## config.mk

```make
export PLATFORM = sky130hd
export DESIGN_NAME = sd3_top
export DESIGN_NICKNAME = d
export VERILOG_FILES = /design/src/pkg/sd3_pkg.sv /design/src/pkg/sd3_if.sv /design/src/hdl/sd3_top.sv /design/src/hdl/sd3_core.sv
export SDC_FILE = /design/constraint.sdc
export NUM_CORES = 1
export LEC_CHECK = 0
export ABC_AREA = 1
export ABC_CLOCK_PERIOD_IN_PS = 5500
export BUFFER_PORTS_ARGS = -buffer_cell sky130_fd_sc_hd__buf_2
export CAP_MARGIN = 20
export CORE_UTILIZATION = 24
export CTS_CLUSTER_DIAMETER = 200
export DETAILED_ROUTE_END_ITERATION = 8
export SETUP_SLACK_MARGIN = 0.5
export SLEW_MARGIN = 10
export SYNTH_ARGS = -nofsm -noshare
export SYNTH_HDL_FRONTEND = slang
export SYNTH_HIERARCHICAL = 1
export SYNTH_SLANG_ARGS = --single-unit
```

## constraint.sdc

```tcl
create_clock -name i_clk -period 5.5 [get_ports i_clk]
set_input_delay 1.1 -clock i_clk [delete_from_list [all_inputs] [get_ports i_clk]]
set_output_delay 1.1 -clock i_clk [all_outputs]
set_load 0.1 [all_outputs]
```

## src/pkg/sd3_pkg.sv

```systemverilog
// constants and types of the sinc3 decimator, chop off
package sd3_pkg;
    localparam int CLK_HZ = 10_000_000;
    localparam int MOD_HZ = 32_768;
    localparam int PHASE_W = 24;
    localparam int DECIM_W = 8;
    localparam int DECIM_MULT = 8;
    localparam int CNT_W = 11;
    localparam int ACC_W = 33;
    localparam int CHAN_W = 4;
    localparam int SETTLE_CONV = 3;
    localparam int UNSYNC_CONV = 4;
    localparam logic [DECIM_W-1:0] DECIM_MIN = 8'h03;
    localparam logic [DECIM_W-1:0] DECIM_RST = 8'h45;
    // ---------------------------------------------------------------
    // register map
    // ---------------------------------------------------------------
    localparam logic [7:0] ADDR_DECIM = 8'h00;
    localparam logic [7:0] ADDR_CTRL = 8'h04;
    localparam logic [7:0] ADDR_STATUS = 8'h08;
    localparam logic [7:0] ADDR_DATA = 8'h0C;
    localparam int CTRL_CHOP_OFF_BIT = 0;
    localparam int CTRL_CHAN_LSB = 4;
    localparam logic CTRL_CHOP_OFF_RST = 1'b1;
    localparam int STATUS_READY_BIT = 0;
    localparam int STATUS_SETTLING_BIT = 1;
    typedef enum logic [1:0] {SD3_ST_STOP, SD3_ST_SETTLE, SD3_ST_RUN} sd3_state_t;
endpackage

```

## src/pkg/sd3_if.sv

```systemverilog
// carrier between the rate controller and the sinc3 core
`timescale 1ns/1ps
`default_nettype none
interface sd3_if;
    import sd3_pkg::*;
    logic mod_en;
    logic mod_bit;
    logic dec_en;
    logic clear;
    logic [ACC_W-1:0] result;
    logic result_en;
    modport ctrl (output mod_en, output mod_bit, output dec_en, output clear, input result, input result_en);
    modport core (input mod_en, input mod_bit, input dec_en, input clear, output result, output result_en);
endinterface
`default_nettype wire

```

## src/hdl/sd3_top.sv

```systemverilog
// sinc3 decimator top: modulator tick, rate counter, settling, apb registers
`timescale 1ns/1ps
`default_nettype none
module sd3_top
    import sd3_pkg::*;
#(
    parameter int P_CLK_HZ = CLK_HZ,
    parameter int P_MOD_HZ = MOD_HZ
)
(
    input wire logic i_clk,
    input wire logic i_rstn,
    input wire logic i_mod_bit,
    input wire logic i_psel,
    input wire logic i_penable,
    input wire logic i_pwrite,
    input wire logic [7:0] i_paddr,
    input wire logic [31:0] i_pwdata,
    output logic [31:0] o_prdata,
    output logic o_pready,
    output logic o_pslverr,
    output logic [31:0] o_result,
    output logic o_result_valid,
    output logic [CHAN_W-1:0] o_channel,
    output logic o_settling
);
    generate
        if (P_MOD_HZ <= 0 || 2 * P_MOD_HZ > P_CLK_HZ || P_CLK_HZ >= (1 << PHASE_W))
        begin : g_bad_rate
            $error("sd3_top: clock must be at least twice the modulator rate");
        end
    endgenerate

    localparam logic [PHASE_W-1:0] PH_ADD = PHASE_W'(P_MOD_HZ);
    localparam logic [PHASE_W-1:0] PH_WRAP = PHASE_W'(P_CLK_HZ);

    // ratio is eight times the stored factor
    function automatic logic [CNT_W-1:0] period_ticks(input logic [DECIM_W-1:0] f);
        period_ticks = CNT_W'(f) * CNT_W'(DECIM_MULT);
    endfunction

    sd3_if cbus ();

    sd3_core sd3_core_i (
        .i_clk(i_clk),
        .i_rstn(i_rstn),
        .bus(cbus)
    );

    logic sync1_q;
    logic sync2_q;
    logic [PHASE_W-1:0] phase_q, phase_d;
    logic tick_q, tick_d;
    logic [CNT_W-1:0] cnt_q, cnt_d;
    logic [DECIM_W-1:0] decim_q, decim_d;
    logic chop_off_q, chop_off_d;
    logic [CHAN_W-1:0] chan_q, chan_d;
    logic ready_q, ready_d;
    logic [31:0] data_q, data_d;
    logic [1:0] skip_q, skip_d;
    sd3_state_t state_q, state_d;
    logic [31:0] prdata_d;
    logic pready_d, pslverr_d;
    logic [31:0] result_q, result_d;
    logic res_vld_d;
    logic restart;
    logic running;
    logic setup;
    logic done_wr;
    logic done_rd;
    logic mapped;
    logic [DECIM_W-1:0] wr_decim;

    // ---------------------------------------------------------------
    // modulator bit synchroniser
    // ---------------------------------------------------------------
    always_ff @(posedge i_clk)
    begin
        if (!i_rstn)
        begin
            sync1_q <= 1'b0;
            sync2_q <= 1'b0;
        end
        else
        begin
            sync1_q <= i_mod_bit;
            sync2_q <= sync1_q;
        end
    end

    // ---------------------------------------------------------------
    // next values
    // ---------------------------------------------------------------
    always_comb
    begin
        setup = i_psel && !i_penable;
        mapped = (i_paddr == ADDR_DECIM) || (i_paddr == ADDR_CTRL) ||
                 (i_paddr == ADDR_STATUS) || (i_paddr == ADDR_DATA);
        done_wr = i_psel && i_penable && o_pready && i_pwrite && !o_pslverr;
        done_rd = i_psel && i_penable && o_pready && !i_pwrite && !o_pslverr;
        // values below the minimum are raised to it
        wr_decim = (i_pwdata[DECIM_W-1:0] < DECIM_MIN) ? DECIM_MIN : i_pwdata[DECIM_W-1:0];
        decim_d = decim_q;
        chop_off_d = chop_off_q;
        chan_d = chan_q;
        restart = 1'b0;
        if (done_wr && i_paddr == ADDR_DECIM)
        begin
            // only the eight factor bits set the rate
            decim_d = wr_decim;
            restart = 1'b1;
        end
        if (done_wr && i_paddr == ADDR_CTRL)
        begin
            chop_off_d = i_pwdata[CTRL_CHOP_OFF_BIT];
            chan_d = i_pwdata[CTRL_CHAN_LSB +: CHAN_W];
            // a new channel restarts like a synchronized step
            restart = (i_pwdata[CTRL_CHAN_LSB +: CHAN_W] != chan_q) ||
                      (i_pwdata[CTRL_CHOP_OFF_BIT] != chop_off_q);
        end
        // unchopped path runs only with the chop-off bit set
        running = chop_off_q && !restart;

        // fractional divider: average tick rate is exact, jitter one clock
        tick_d = 1'b0;
        phase_d = phase_q + PH_ADD;
        if (phase_d >= PH_WRAP)
        begin
            phase_d = phase_d - PH_WRAP;
            tick_d = 1'b1;
        end

        cbus.mod_en = tick_q && running;
        cbus.mod_bit = sync2_q;
        cbus.clear = restart || !chop_off_q;
        cbus.dec_en = 1'b0;
        cnt_d = cnt_q;
        if (cbus.clear)
        begin
            cnt_d = '0;
        end
        else if (cbus.mod_en)
        begin
            // one result per 8*factor modulator ticks
            // each factor step adds eight ticks, 0.244 ms
            if (cnt_q >= period_ticks(decim_q) - CNT_W'(1))
            begin
                cnt_d = '0;
                cbus.dec_en = 1'b1;
            end
            else
            begin
                cnt_d = cnt_q + CNT_W'(1);
            end
        end

        state_d = state_q;
        skip_d = skip_q;
        res_vld_d = 1'b0;
        result_d = result_q;
        data_d = data_q;
        ready_d = ready_q;
        if (done_rd && i_paddr == ADDR_DATA)
        begin
            ready_d = 1'b0;
        end
        case (state_q)
            SD3_ST_STOP:
            begin
                if (chop_off_q && !restart)
                begin
                    state_d = SD3_ST_SETTLE;
                    skip_d = 2'(SETTLE_CONV - 1);
                end
            end
            SD3_ST_SETTLE:
            begin
                // first two results after a restart are held back
                if (cbus.result_en)
                begin
                    if (skip_q == 2'd0)
                    begin
                        state_d = SD3_ST_RUN;
                    end
                    else
                    begin
                        skip_d = skip_q - 2'd1;
                    end
                end
            end
            SD3_ST_RUN:
            begin
                state_d = SD3_ST_RUN;
            end
            default:
            begin
                state_d = SD3_ST_STOP;
            end
        endcase
        if (restart || !chop_off_q)
        begin
            state_d = SD3_ST_STOP;
        end
        // results keep flowing through unsynchronized steps
        // settling ends on the very edge of the first delivered result
        if (cbus.result_en && state_d == SD3_ST_RUN)
        begin
            result_d = cbus.result[ACC_W-1:1];
            data_d = cbus.result[ACC_W-1:1];
            res_vld_d = 1'b1;
            // new result wins over a clearing read
            ready_d = 1'b1;
        end

        // registered slave answer: ready in every access phase
        pready_d = setup;
        pslverr_d = setup && !mapped;
        prdata_d = '0;
        if (setup && !i_pwrite)
        begin
            case (i_paddr)
                ADDR_DECIM: prdata_d = {24'h0000_00, decim_q};
                ADDR_CTRL: prdata_d = 32'(chan_q) << CTRL_CHAN_LSB | 32'(chop_off_q);
                ADDR_STATUS: prdata_d = 32'(o_settling) << STATUS_SETTLING_BIT | 32'(ready_q) << STATUS_READY_BIT;
                ADDR_DATA: prdata_d = data_q;
                default: prdata_d = '0;
            endcase
        end
    end

    always_ff @(posedge i_clk)
    begin
        if (!i_rstn)
        begin
            phase_q <= '0;
            tick_q <= 1'b0;
            cnt_q <= '0;
            decim_q <= DECIM_RST;
            chop_off_q <= CTRL_CHOP_OFF_RST;
            chan_q <= '0;
            ready_q <= 1'b0;
            data_q <= '0;
            skip_q <= '0;
            state_q <= SD3_ST_STOP;
            result_q <= '0;
            o_result_valid <= 1'b0;
            o_settling <= 1'b1;
            o_prdata <= '0;
            o_pready <= 1'b0;
            o_pslverr <= 1'b0;
        end
        else
        begin
            phase_q <= phase_d;
            tick_q <= tick_d;
            cnt_q <= cnt_d;
            decim_q <= decim_d;
            chop_off_q <= chop_off_d;
            chan_q <= chan_d;
            ready_q <= ready_d;
            data_q <= data_d;
            skip_q <= skip_d;
            state_q <= state_d;
            result_q <= result_d;
            o_result_valid <= res_vld_d;
            o_settling <= (state_d != SD3_ST_RUN);
            o_prdata <= prdata_d;
            o_pready <= pready_d;
            o_pslverr <= pslverr_d;
        end
    end

    assign o_result = result_q;
    assign o_channel = chan_q;
endmodule
`default_nettype wire

```

## src/hdl/sd3_core.sv

```systemverilog
// sinc3 integrator and differentiator chain
`timescale 1ns/1ps
`default_nettype none
module sd3_core
    import sd3_pkg::*;
(
    input wire logic i_clk,
    input wire logic i_rstn,
    sd3_if.core bus
);
    logic [ACC_W-1:0] int_q [3];
    logic [ACC_W-1:0] int_d [3];
    logic [ACC_W-1:0] dly_q [3];
    logic [ACC_W-1:0] dly_d [3];
    logic [ACC_W-1:0] out_q;
    logic [ACC_W-1:0] out_d;
    logic vld_q;
    logic vld_d;
    logic [ACC_W-1:0] c1;
    logic [ACC_W-1:0] c2;
    logic [ACC_W-1:0] c3;

    // ---------------------------------------------------------------
    // next values
    // ---------------------------------------------------------------
    // wraparound arithmetic is intended: a unipolar sum never exceeds 2^ACC_W
    always_comb
    begin
        int_d = int_q;
        dly_d = dly_q;
        out_d = out_q;
        vld_d = 1'b0;
        // dec_en only comes with mod_en: difference the post-tick sum, so a cleared chain is exact after three periods
        c1 = int_q[2] + int_q[1] - dly_q[0];
        c2 = c1 - dly_q[1];
        c3 = c2 - dly_q[2];
        if (bus.clear)
        begin
            int_d = '{default: '0};
            dly_d = '{default: '0};
        end
        else
        begin
            if (bus.mod_en)
            begin
                int_d[0] = int_q[0] + {{(ACC_W-1){1'b0}}, bus.mod_bit};
                int_d[1] = int_q[1] + int_q[0];
                int_d[2] = int_q[2] + int_q[1];
            end
            if (bus.dec_en)
            begin
                dly_d[0] = int_d[2];
                dly_d[1] = c1;
                dly_d[2] = c2;
                out_d = c3;
                vld_d = 1'b1;
            end
        end
    end

    always_ff @(posedge i_clk)
    begin
        if (!i_rstn)
        begin
            int_q <= '{default: '0};
            dly_q <= '{default: '0};
            out_q <= '0;
            vld_q <= 1'b0;
        end
        else
        begin
            int_q <= int_d;
            dly_q <= dly_d;
            out_q <= out_d;
            vld_q <= vld_d;
        end
    end

    assign bus.result = out_q;
    assign bus.result_en = vld_q;
endmodule
`default_nettype wire

```

== Word-level counts from Yosys, hierarchy flattened ==
Cells that the tools add are included.
Operators by class
  $add $sub $neg: 11
  magnitude comparators: 3
  eq/ne operators: 12
  multiplexer cells: 24
  bitwise logic cells: 4
  reductions and logical operators: 35
Operators by type and width (count)
  $pmux W32 S4: 1
  $sub A33 B33 Y33: 3
  $add A33 B33 Y33: 2
  $add A33 B1 Y33: 1
  $mux W33: 1
  $add A24 B16 Y24 const B: 1
  $ge A24 B24 Y1 const B: 1
  $mux W24: 1
  $sub A24 B24 Y24 const B: 1
  $eq A8 B4 Y1 const B: 2
  $logic_and A1 B1 Y1: 15
  $mux W2: 7
  $add A11 B1 Y11 const B: 1
  $ge A11 B11 Y1: 1
  $mux W11: 1
  $sub A11 B1 Y11 const B: 1
  $mux W1: 10
  $eq A8 B3 Y1 const B: 1
  $logic_not A8 Y1: 1
  $lt A8 B2 Y1 const B: 1
  $mux W8: 1
  $or A8 B1 Y8: 1
  $logic_not A1 Y1: 6
  $ne A2 B2 Y1 const B: 3
  other kinds (16): 25
Storage, ports and cells
  flip-flop bits (word level): 356
  input bits: 46
  output and inout bits: 72
  word-level logic and storage cells: 114

== Depth between registers and ports, before layout ==
Gate-level depths: netlist (run 1).
  depth after elaboration: 15
  mapped depth: 42
  depth with buffers taken out: 42

== By module ==
Netlist (run 1), hierarchy kept.
Modules (own cells, without submodules)
  sd3_core: instances 1, cells each 2698, area each 17897.2 µm², sequential area each 4644.5 µm²
  sd3_top: instances 1, cells each 762, area each 5447.7 µm², sequential area each 2342.2 µm²

== Least setup slack after synthesis (run 1) ==
Ideal clock, no wire load.
  path type: reg2reg
  from: register sd3_core_i/int_q[33] (netlist name)
  to: register sd3_core_i.out_q[31], in the netlist sd3_core_i/bus.result[31]
  setup time: 0.116 ns
  data arrival time: 5.488 ns
  data required time: 5.384 ns
  slack: -0.104 ns
  cell stages (with the launch flop): 38
  path buffers: 0
  clock period less this slack: 5.604 ns
  path through: dfxtp_1 > ha_1 > fa_1 > nand2_1 > nand2_1 > and2_1 > a31o_2 > xnor2_1 > inv_1 > ha_1 > a21oi_1 > o21ai_2 > a21oi_2 > o21ai_1 > nand2_1 > nand2_1 > a21oi_1 > xnor2_1 > [2 not listed] > nor4_1 > nand3b_1 > nand3_1 > nand2_1 > o211ai_1 > nand2_1 > o2111ai_1 > xor2_1 > ha_1 > inv_1 > nor3_1 > and2_1 > a221oi_1 > nand2_1 > a21oi_1 > o21ai_0 > o211ai_1 > inv_1
Between the ends
  longest elaborated chain between the ends: 4
Ends and longest elaborated chain
  start: declaration: line sd3_core.sv:11  | logic [ACC_W-1:0] int_q [3];
  start signal: assignment: line sd3_core.sv:72  | int_q <= int_d;
  $add A33 B33 Y33: line sd3_core.sv:34  | c1 = int_q[2] + int_q[1] - dly_q[0];
  $sub A33 B33 Y33: line sd3_core.sv:34
  via sd3_core_i.c1[17]: line sd3_core.sv:19  | logic [ACC_W-1:0] c1;
  $sub A33 B33 Y33: line sd3_core.sv:35  | c2 = c1 - dly_q[1];
  via sd3_core_i.c2[29]: line sd3_core.sv:20  | logic [ACC_W-1:0] c2;
  $sub A33 B33 Y33: line sd3_core.sv:36  | c3 = c2 - dly_q[2];
  end signal: assignment: line sd3_core.sv:74  | out_q <= out_d;
  end: declaration: line sd3_core.sv:15  | logic [ACC_W-1:0] out_q;
The timed path passes the listed nets, and every way through them passes these cells.
A chain may end at the register's enable or synchronous reset.

== Worst setup path in the final report (run 1) ==
  from: register sd3_core_i/int_q[0] (netlist name)
  to: register sd3_core_i.out_q[29], in the netlist sd3_core_i/bus.result[29]
Same word-level chain as after synthesis.

==> summary.txt, run 1 <==
Outcome
  – Status: finished with violations
  – Failing checks: negative setup slack

Setup path
  – Crit path DAT: 6630 ps
  – CP Class: register to register
  – Cell mode on critical path: buf_4
  – Worst reg2reg startpoint: sd3_core_i/int_q[0]
  – Max FO, Critical Path: 4
  – R2R cell count: 41
  – Worst reg2reg path endpoint: sd3_core_i/bus.result[29]
  – CP max stage delay: 390 ps
  – Setup slack, reg-to-reg: -610 ps
  – WP data required: about 6000 ps
  – Setup crit start kind: register
  – CP startpoint: sd3_core_i/int_q[0]
  – Critical path's slowest cell: ha_1
  – Critical Path Sink Type: register

Synthesis
  – Yosys warnings: 6
  – Syn_nets: 3,685
  – Mapped Area: between 20,000 and 25,000 um2
  – Syn avg cell area: around 6.7 um2
  – Cells after Synth: between 3,000 and 4,000

Min path
  – Hold Path Stages: 2
  – Hold Crit Start: sync1_q
  – Hold EP: cbus.mod_bit
  – HP Class: register to register

Pwr
  – VDD IR max: 0.000188 V
  – Sw Share: between 20% and 30%
  – P_leak: approximately 16 nW
  – Cell Int Power: around 4 mW
  – Sequential Power Share: 47.3%
  – Clock power share: between 50% and 60%
  – Share of power burned in combinational logic: around 2.1%
  – PD cells: 168 nW/um2
  – NetSw: ~1.3 mW

Floorplanning
  – Initial Utilization: between 20 and 25%
  – # rows: approximately 110
  – Core Area: 95,600 um2
  – Die area: 98,400 um2
  – Die W: between 300 and 400 um
  – Die height: 314 um
  – Boundary pin count: 118

Timing
  – Setup violations, final: 14
  – TNS Setup: -4160 ps
  – F_max: ~160 MHz
  – Max-Slew Margin vs Limit: between 30% and 40%
  – Max Slew Vio Count: 0
  – Final worst path period share: 111%
  – Post-layout min period: 6110 ps
  – Setup repair after global routing missed its margin: true
  – Setup WS post-layout: -615 ps
  – Hold_ws: between 400 and 500 ps
  – Skew final: roughly 21 ps
  – Slew @ Worst Pin: ~1000 ps
  – Endpoints failing hold: 0

Place
  – Routability-driven placement congestion ratio: about 0.87
  – Placed Area: 27,900 um2
  – Post-DP HPWL: 47,300 um
  – Placed cells: 5,067
  – Buffers on Ports: 93

Final layout
  – Util after Layout: 33.3%
  – Commonest non-fill, non-tap cell in the layout: inv_1
  – Final instance area: 31,800 um2
  – Area delta synth->final: 36.6%
  – Nets: between 4,000 and 5,000
  – Fill cells: 10,200
  – Most frequent cells in the layout: inv_1, nand2_1, buf_4, nor2_1, dfxtp_1
  – Layout cells sized above 1: about 26%
  – N_diodes: 0
  – Finished Layout Cells: ~5,200

Global route
  – First-pass GRT wire length: 105,000 um
  – Pin count of the biggest net entering global routing: 154
  – GRT Total Usage: between 10% and 20%
  – Vias in the first global route: approximately 22,000
  – Initial antenna violation count: 1
  – Grt total ovfl: 0

Clocking
  – H-tree depth: 2
  – Root buf cell: clkbuf_16
  – Later-pin clock latency in the skew report: approximately 580 ps
  – CTS tree: yes
  – CTS Buf Count: 41
  – Max Buffers Root-to-Sink: 3
  – Hold buffers post-CTS: 0
  – Clk sinks: approximately 350
  – Reg clk slew, reported paths: roughly 60 ps

Drt
  – TritonRoute pass-1 iters: 5
  – Iteration-0 DRC Markers: ~1,200
  – DRC Markers: 0
  – DR vias: 22,900
  – Wirelength, routed: between 60,000 and 70,000 um
  – Antenna Nets Post-Route: 0
  – Post-DR wirelength/cell: ~13 um
  – Number of vias per cell: 4.40

Run
  – Maximum Capacitance Violations: 0
==> per-stage QoR <==
stage / worst slack (ps) / power, mW
after floorplan: 129 / 2.66
after global placement: -686 / 2.69
after detailed placement: -726 / 2.70
after CTS: -472 / 5.45
after global routing: -1030 / 5.56
final: -615 / 5.35
==> worst max-delay path by stage <==
stage | to | cells after the start
3_5_place_dp | sd3_core_i/bus.result[29] | 37
2_1_floorplan | sd3_core_i/bus.result[31] | 38
6_report | sd3_core_i/bus.result[29] | 41
3_3_place_gp | sd3_core_i/bus.result[31] | 38
4_1_cts | sd3_core_i/bus.result[32] | 41
5_1_grt | sd3_core_i/bus.result[31] | 41
==> routing by layer <==
metal | share of wire, % | wire length, um | track usage (%) | up-vias
met3 | 3.5 | 2290 | 1.64 | 101
met4 | 2.4 | 1550 | 3.44 | 0
li1 | - | - | - | 12100
met2 | 46 | 30200 | 21.8 | 374
met5 | 0 | 0 | 0 | -
met1 | 48 | 31200 | 16.7 | 10300
==> sequential cells by signal, summed over array words and instances (netlist names), 2 cells and up <==
register               count
decim_q                    8
sd3_core_i/int_q          99
o_result                  32
o_prdata                  32
sd3_core_i/bus.result     32
state_q                    2
o_channel                  4
cnt_q                     11
phase_q                   17
skip_q                     2
sd3_core_i/dly_q          99
==> worst max-delay path, delay by kind of cell (launching register included) <==
| family | cells | cell delay (ps) |
|---|---|---|
| DFF | 1 | 330 |
| AOI/OAI and AO/OA | 13 | 1730 |
| buffers and inverters | 11 | 1250 |
| and+or+nand+nor | 10 | 960 |
| xor gates and xnor gates | 3 | 650 |
| adders and majority gates | 4 | 1100 |
==> layout make-up <==
type | count | area, um2 | share of cell area [%]
multi-input combinational | 2403 | 16000 | 50.1
sequential | 348 | 6980 | 21.9
timing repair buffer | 505 | 3710 | 11.7
inverter | 610 | 2300 | 7.21
tap | 1265 | 1580 | 4.97
clock buffer | 51 | 1120 | 3.53
clock inverter | 23 | 194 | 0.609
==> power by group through the flow <==
stage          clock network [mW]  logic, mW  registers (mW)
3_3_place_gp                    0      0.109            2.59
4_1_cts                      2.81      0.111            2.53
5_1_grt                      2.91      0.123            2.53
6_report                     2.71      0.110            2.53
2_1_floorplan                   0     0.0692            2.59
3_5_place_dp                    0      0.111            2.59
==> what timing repair did <==
| item | CTS | global route |
|---|---|---|
| setup endpoints to repair | 26 | 32 |
| buffers inserted | 39 | 25 |
| pin swaps | 84 | 74 |
| resized for setup | 242 | 164 |
Power figures use the tool's default switching activity.
==> run 2, diff against run 1 <==
CORE_UTILIZATION = 34   (was 24)
==> run 2 against run 1 <==
The run still ends with negative setup slack left. Clock skew grew 6.1 ps. Non-clock buffer count grew 55. Critical path depth grew 1. Utilization grew 15 points. Clock power grew 8.5%. Sequential share of layout area shrank 0.45 points. Highest routed layer unchanged.
==> summary.txt, run 2 (synthesis gave the netlist of run 1 again) <==
Pwr
  – PD cells: 172 nW/um2 (+2.2%)
  – P_leak: 16.0 nW (+3.0%)
  – VDD IR max: 0.000204 V (+8.8%)

Timing
  – Skew final: 27.2 ps (+6.07 ps)
  – Setup repair after global routing missed its margin: true
  – Max Slew Vio Count: 0 (unchanged)
  – F_max: 163 MHz (-0.33%)
  – Endpoints failing hold: 0 (unchanged)
  – Final worst path period share: 112% (+0.36 points)
  – Slew @ Worst Pin: 988 ps (+14.3 ps)
  – Max-Slew Margin vs Limit: 34.1% (-0.95 points)
  – Setup violations, final: 15 (+1)
  – TNS Setup: -4140 ps (+11.4 ps)
  – Setup WS post-layout: -635 ps (-20.0 ps)
  – Post-layout min period: 6130 ps (+20.0 ps)

Drt
  – DRC Markers: 0 (unchanged)
  – TritonRoute pass-1 iters: 5 (unchanged)
  – Wirelength, routed: 65,500 um (+0.44%)
  – DR vias: 23,300 (+1.7%)
  – Number of vias per cell: 4.77 (+8.6%)
  – Post-DR wirelength/cell: 13.4 um (+7.3%)
  – Iteration-0 DRC Markers: 1,223 (+4.7%)
  – Antenna Nets Post-Route: 0 (unchanged)

Final layout
  – Top flop regs: sd3_core_i/dly_q: 99 flops, sd3_core_i/int_q: 99 flops
  – Nets: 4,194 (+1.4%)
  – Final instance area: 32,500 um2 (+2.1%)
  – Layout cells sized above 1: 28.3% (+2.7 points)
  – Util after Layout: 48.2% (+15 points)
  – N_diodes: 0 (unchanged)
  – Finished Layout Cells: 4,873 (-6.4%)
  – Area delta synth->final: 39.5%
  – Commonest non-fill, non-tap cell in the layout: inv_1
  – Most frequent cells in the layout: inv_1, nand2_1, buf_4, nor2_1, dfxtp_1

Outcome
  – Status: finished with violations
  – Failing checks: negative setup slack

Setup path
  – Critical Path Sink Type: register
  – Worst reg2reg startpoint: sd3_core_i/int_q[33]
  – CP max stage delay: 340 ps (-50 ps)
  – Max FO, Critical Path: 4 (unchanged)
  – Cell mode on critical path: nand3_2
  – CP Class: register to register
  – Crit path DAT: 6600 ps (-30 ps)
  – WP data required: 5970 ps (-40 ps)
  – Critical path's slowest cell: fa_2
  – Setup crit start kind: register
  – R2R cell count: 42 (+2.4%)
  – Setup slack, reg-to-reg: -630 ps (-20 ps)
  – Worst reg2reg path endpoint: sd3_core_i/bus.result[32]

Floorplanning
  – Boundary pin count: 118 (unchanged)
  – Die W: 264 um (-16%)
  – Core Area: 67,500 um2 (-29%)
  – # rows: 95 (-16%)
  – Initial Utilization: 34.5% (+10 points)
  – Die area: 69,600 um2 (-29%)
  – Die height: 264 um (-16%)

Global route
  – Initial antenna violation count: 1 (unchanged)
  – Vias in the first global route: 21,600 (-0.17%)
  – First-pass GRT wire length: 105,000 um (-0.14%)
  – GRT Total Usage: 17.8% (+5.1 points)
  – Pin count of the biggest net entering global routing: 153 (-0.65%)
  – Grt total ovfl: 0 (unchanged)

Run
  – Maximum Capacitance Violations: 0 (unchanged)

Clocking
  – Clk sinks: 348 (unchanged)
  – Hold buffers post-CTS: 0 (unchanged)
  – CTS Buf Count: 43 (+4.9%)
  – CTS tree: yes
  – Reg clk slew, reported paths: 60 ps (about the same)
  – Later-pin clock latency in the skew report: 570 ps (about the same)
  – Root buf cell: clkbuf_16
  – Max Buffers Root-to-Sink: 3 (unchanged)
  – H-tree depth: 2 (unchanged)

Place
  – Buffers on Ports: 93 (unchanged)
  – Placed Area: 27,600 um2 (-0.80%)
  – Routability-driven placement congestion ratio: 0.921 (+5.7%)
  – Post-Place Setup Slack: -782 ps (-55.9 ps)
  – Placed cells: 4,712 (-7.0%)
  – Post-DP HPWL: 46,900 um (-0.92%)

Min path
  – Hold Crit Start: o_result[25]
  – Hold EP: o_prdata[25]
  – HP Class: register to register
  – Hold Path Stages: 2 (unchanged)
run 2: worst max-delay path by stage:
stage | from | endpoint | slack, ps
after floorplan | sd3_core_i/int_q[33] | sd3_core_i/bus.result[31] | 130
after global placement | sd3_core_i/int_q[35] | sd3_core_i/bus.result[29] | -740
after detailed placement | sd3_core_i/int_q[35] | sd3_core_i/bus.result[29] | -780
after CTS | sd3_core_i/int_q[35] | sd3_core_i/bus.result[31] | -490
after global routing | sd3_core_i/int_q[4] | sd3_core_i/bus.result[32] | -960
final | sd3_core_i/int_q[33] | sd3_core_i/bus.result[32] | -630
run 2: critical path, delay by kind of cell, from the launching register on:
kind	cells	cell delay (ps)
buf+inv	5	360
xor+xnor	3	710
compound gates	6	810
fa+ha+maj	5	1320
flops	1	330
simple gates	23	2480
run 2: layer usage:
layer	track usage, %	vias to the layer above	wire length [um]
met4	4.82	0	1530
met2	29.8	361	30200
met5	0	-	0
met3	2.37	96	2320
met1	23.9	10600	31400
li1	-	12200	-
run 2: layout make-up:
class / count / area, um2
clock inverter: 16 / 168
tap: 873 / 1090
fill: 6512 / 35000
sequential: 348 / 6980
clock buffer: 63 / 1320
timing repair buffer: 560 / 4150
inverter: 610 / 2300
multi-input combinational: 2403 / 16500
run 2: what timing repair did:
| item | 4_1_cts | 5_1_grt |
|---|---|---|
| pin swaps | 98 | 147 |
| cloned | 0 | 0 |
| resized for setup | 217 | 304 |
| setup endpoints to repair | 26 | 33 |
| buffers inserted | 35 | 47 |
run 2: report_power, final:
part / internal (mW) / total [mW] / switching (mW)
Clock: 1.77 / 2.94 / 1.17
Combinational: 0.0278 / 0.111 / 0.0830
Sequential: 2.52 / 2.53 / 0.00449
run 2: per-stage QoR:
stage	hold slack, ps	power [mW]
after detailed placement	449	2.70
final	455	5.58
after global routing	475	5.78
after CTS	460	5.67
after floorplan	390	2.66
after global placement	454	2.70
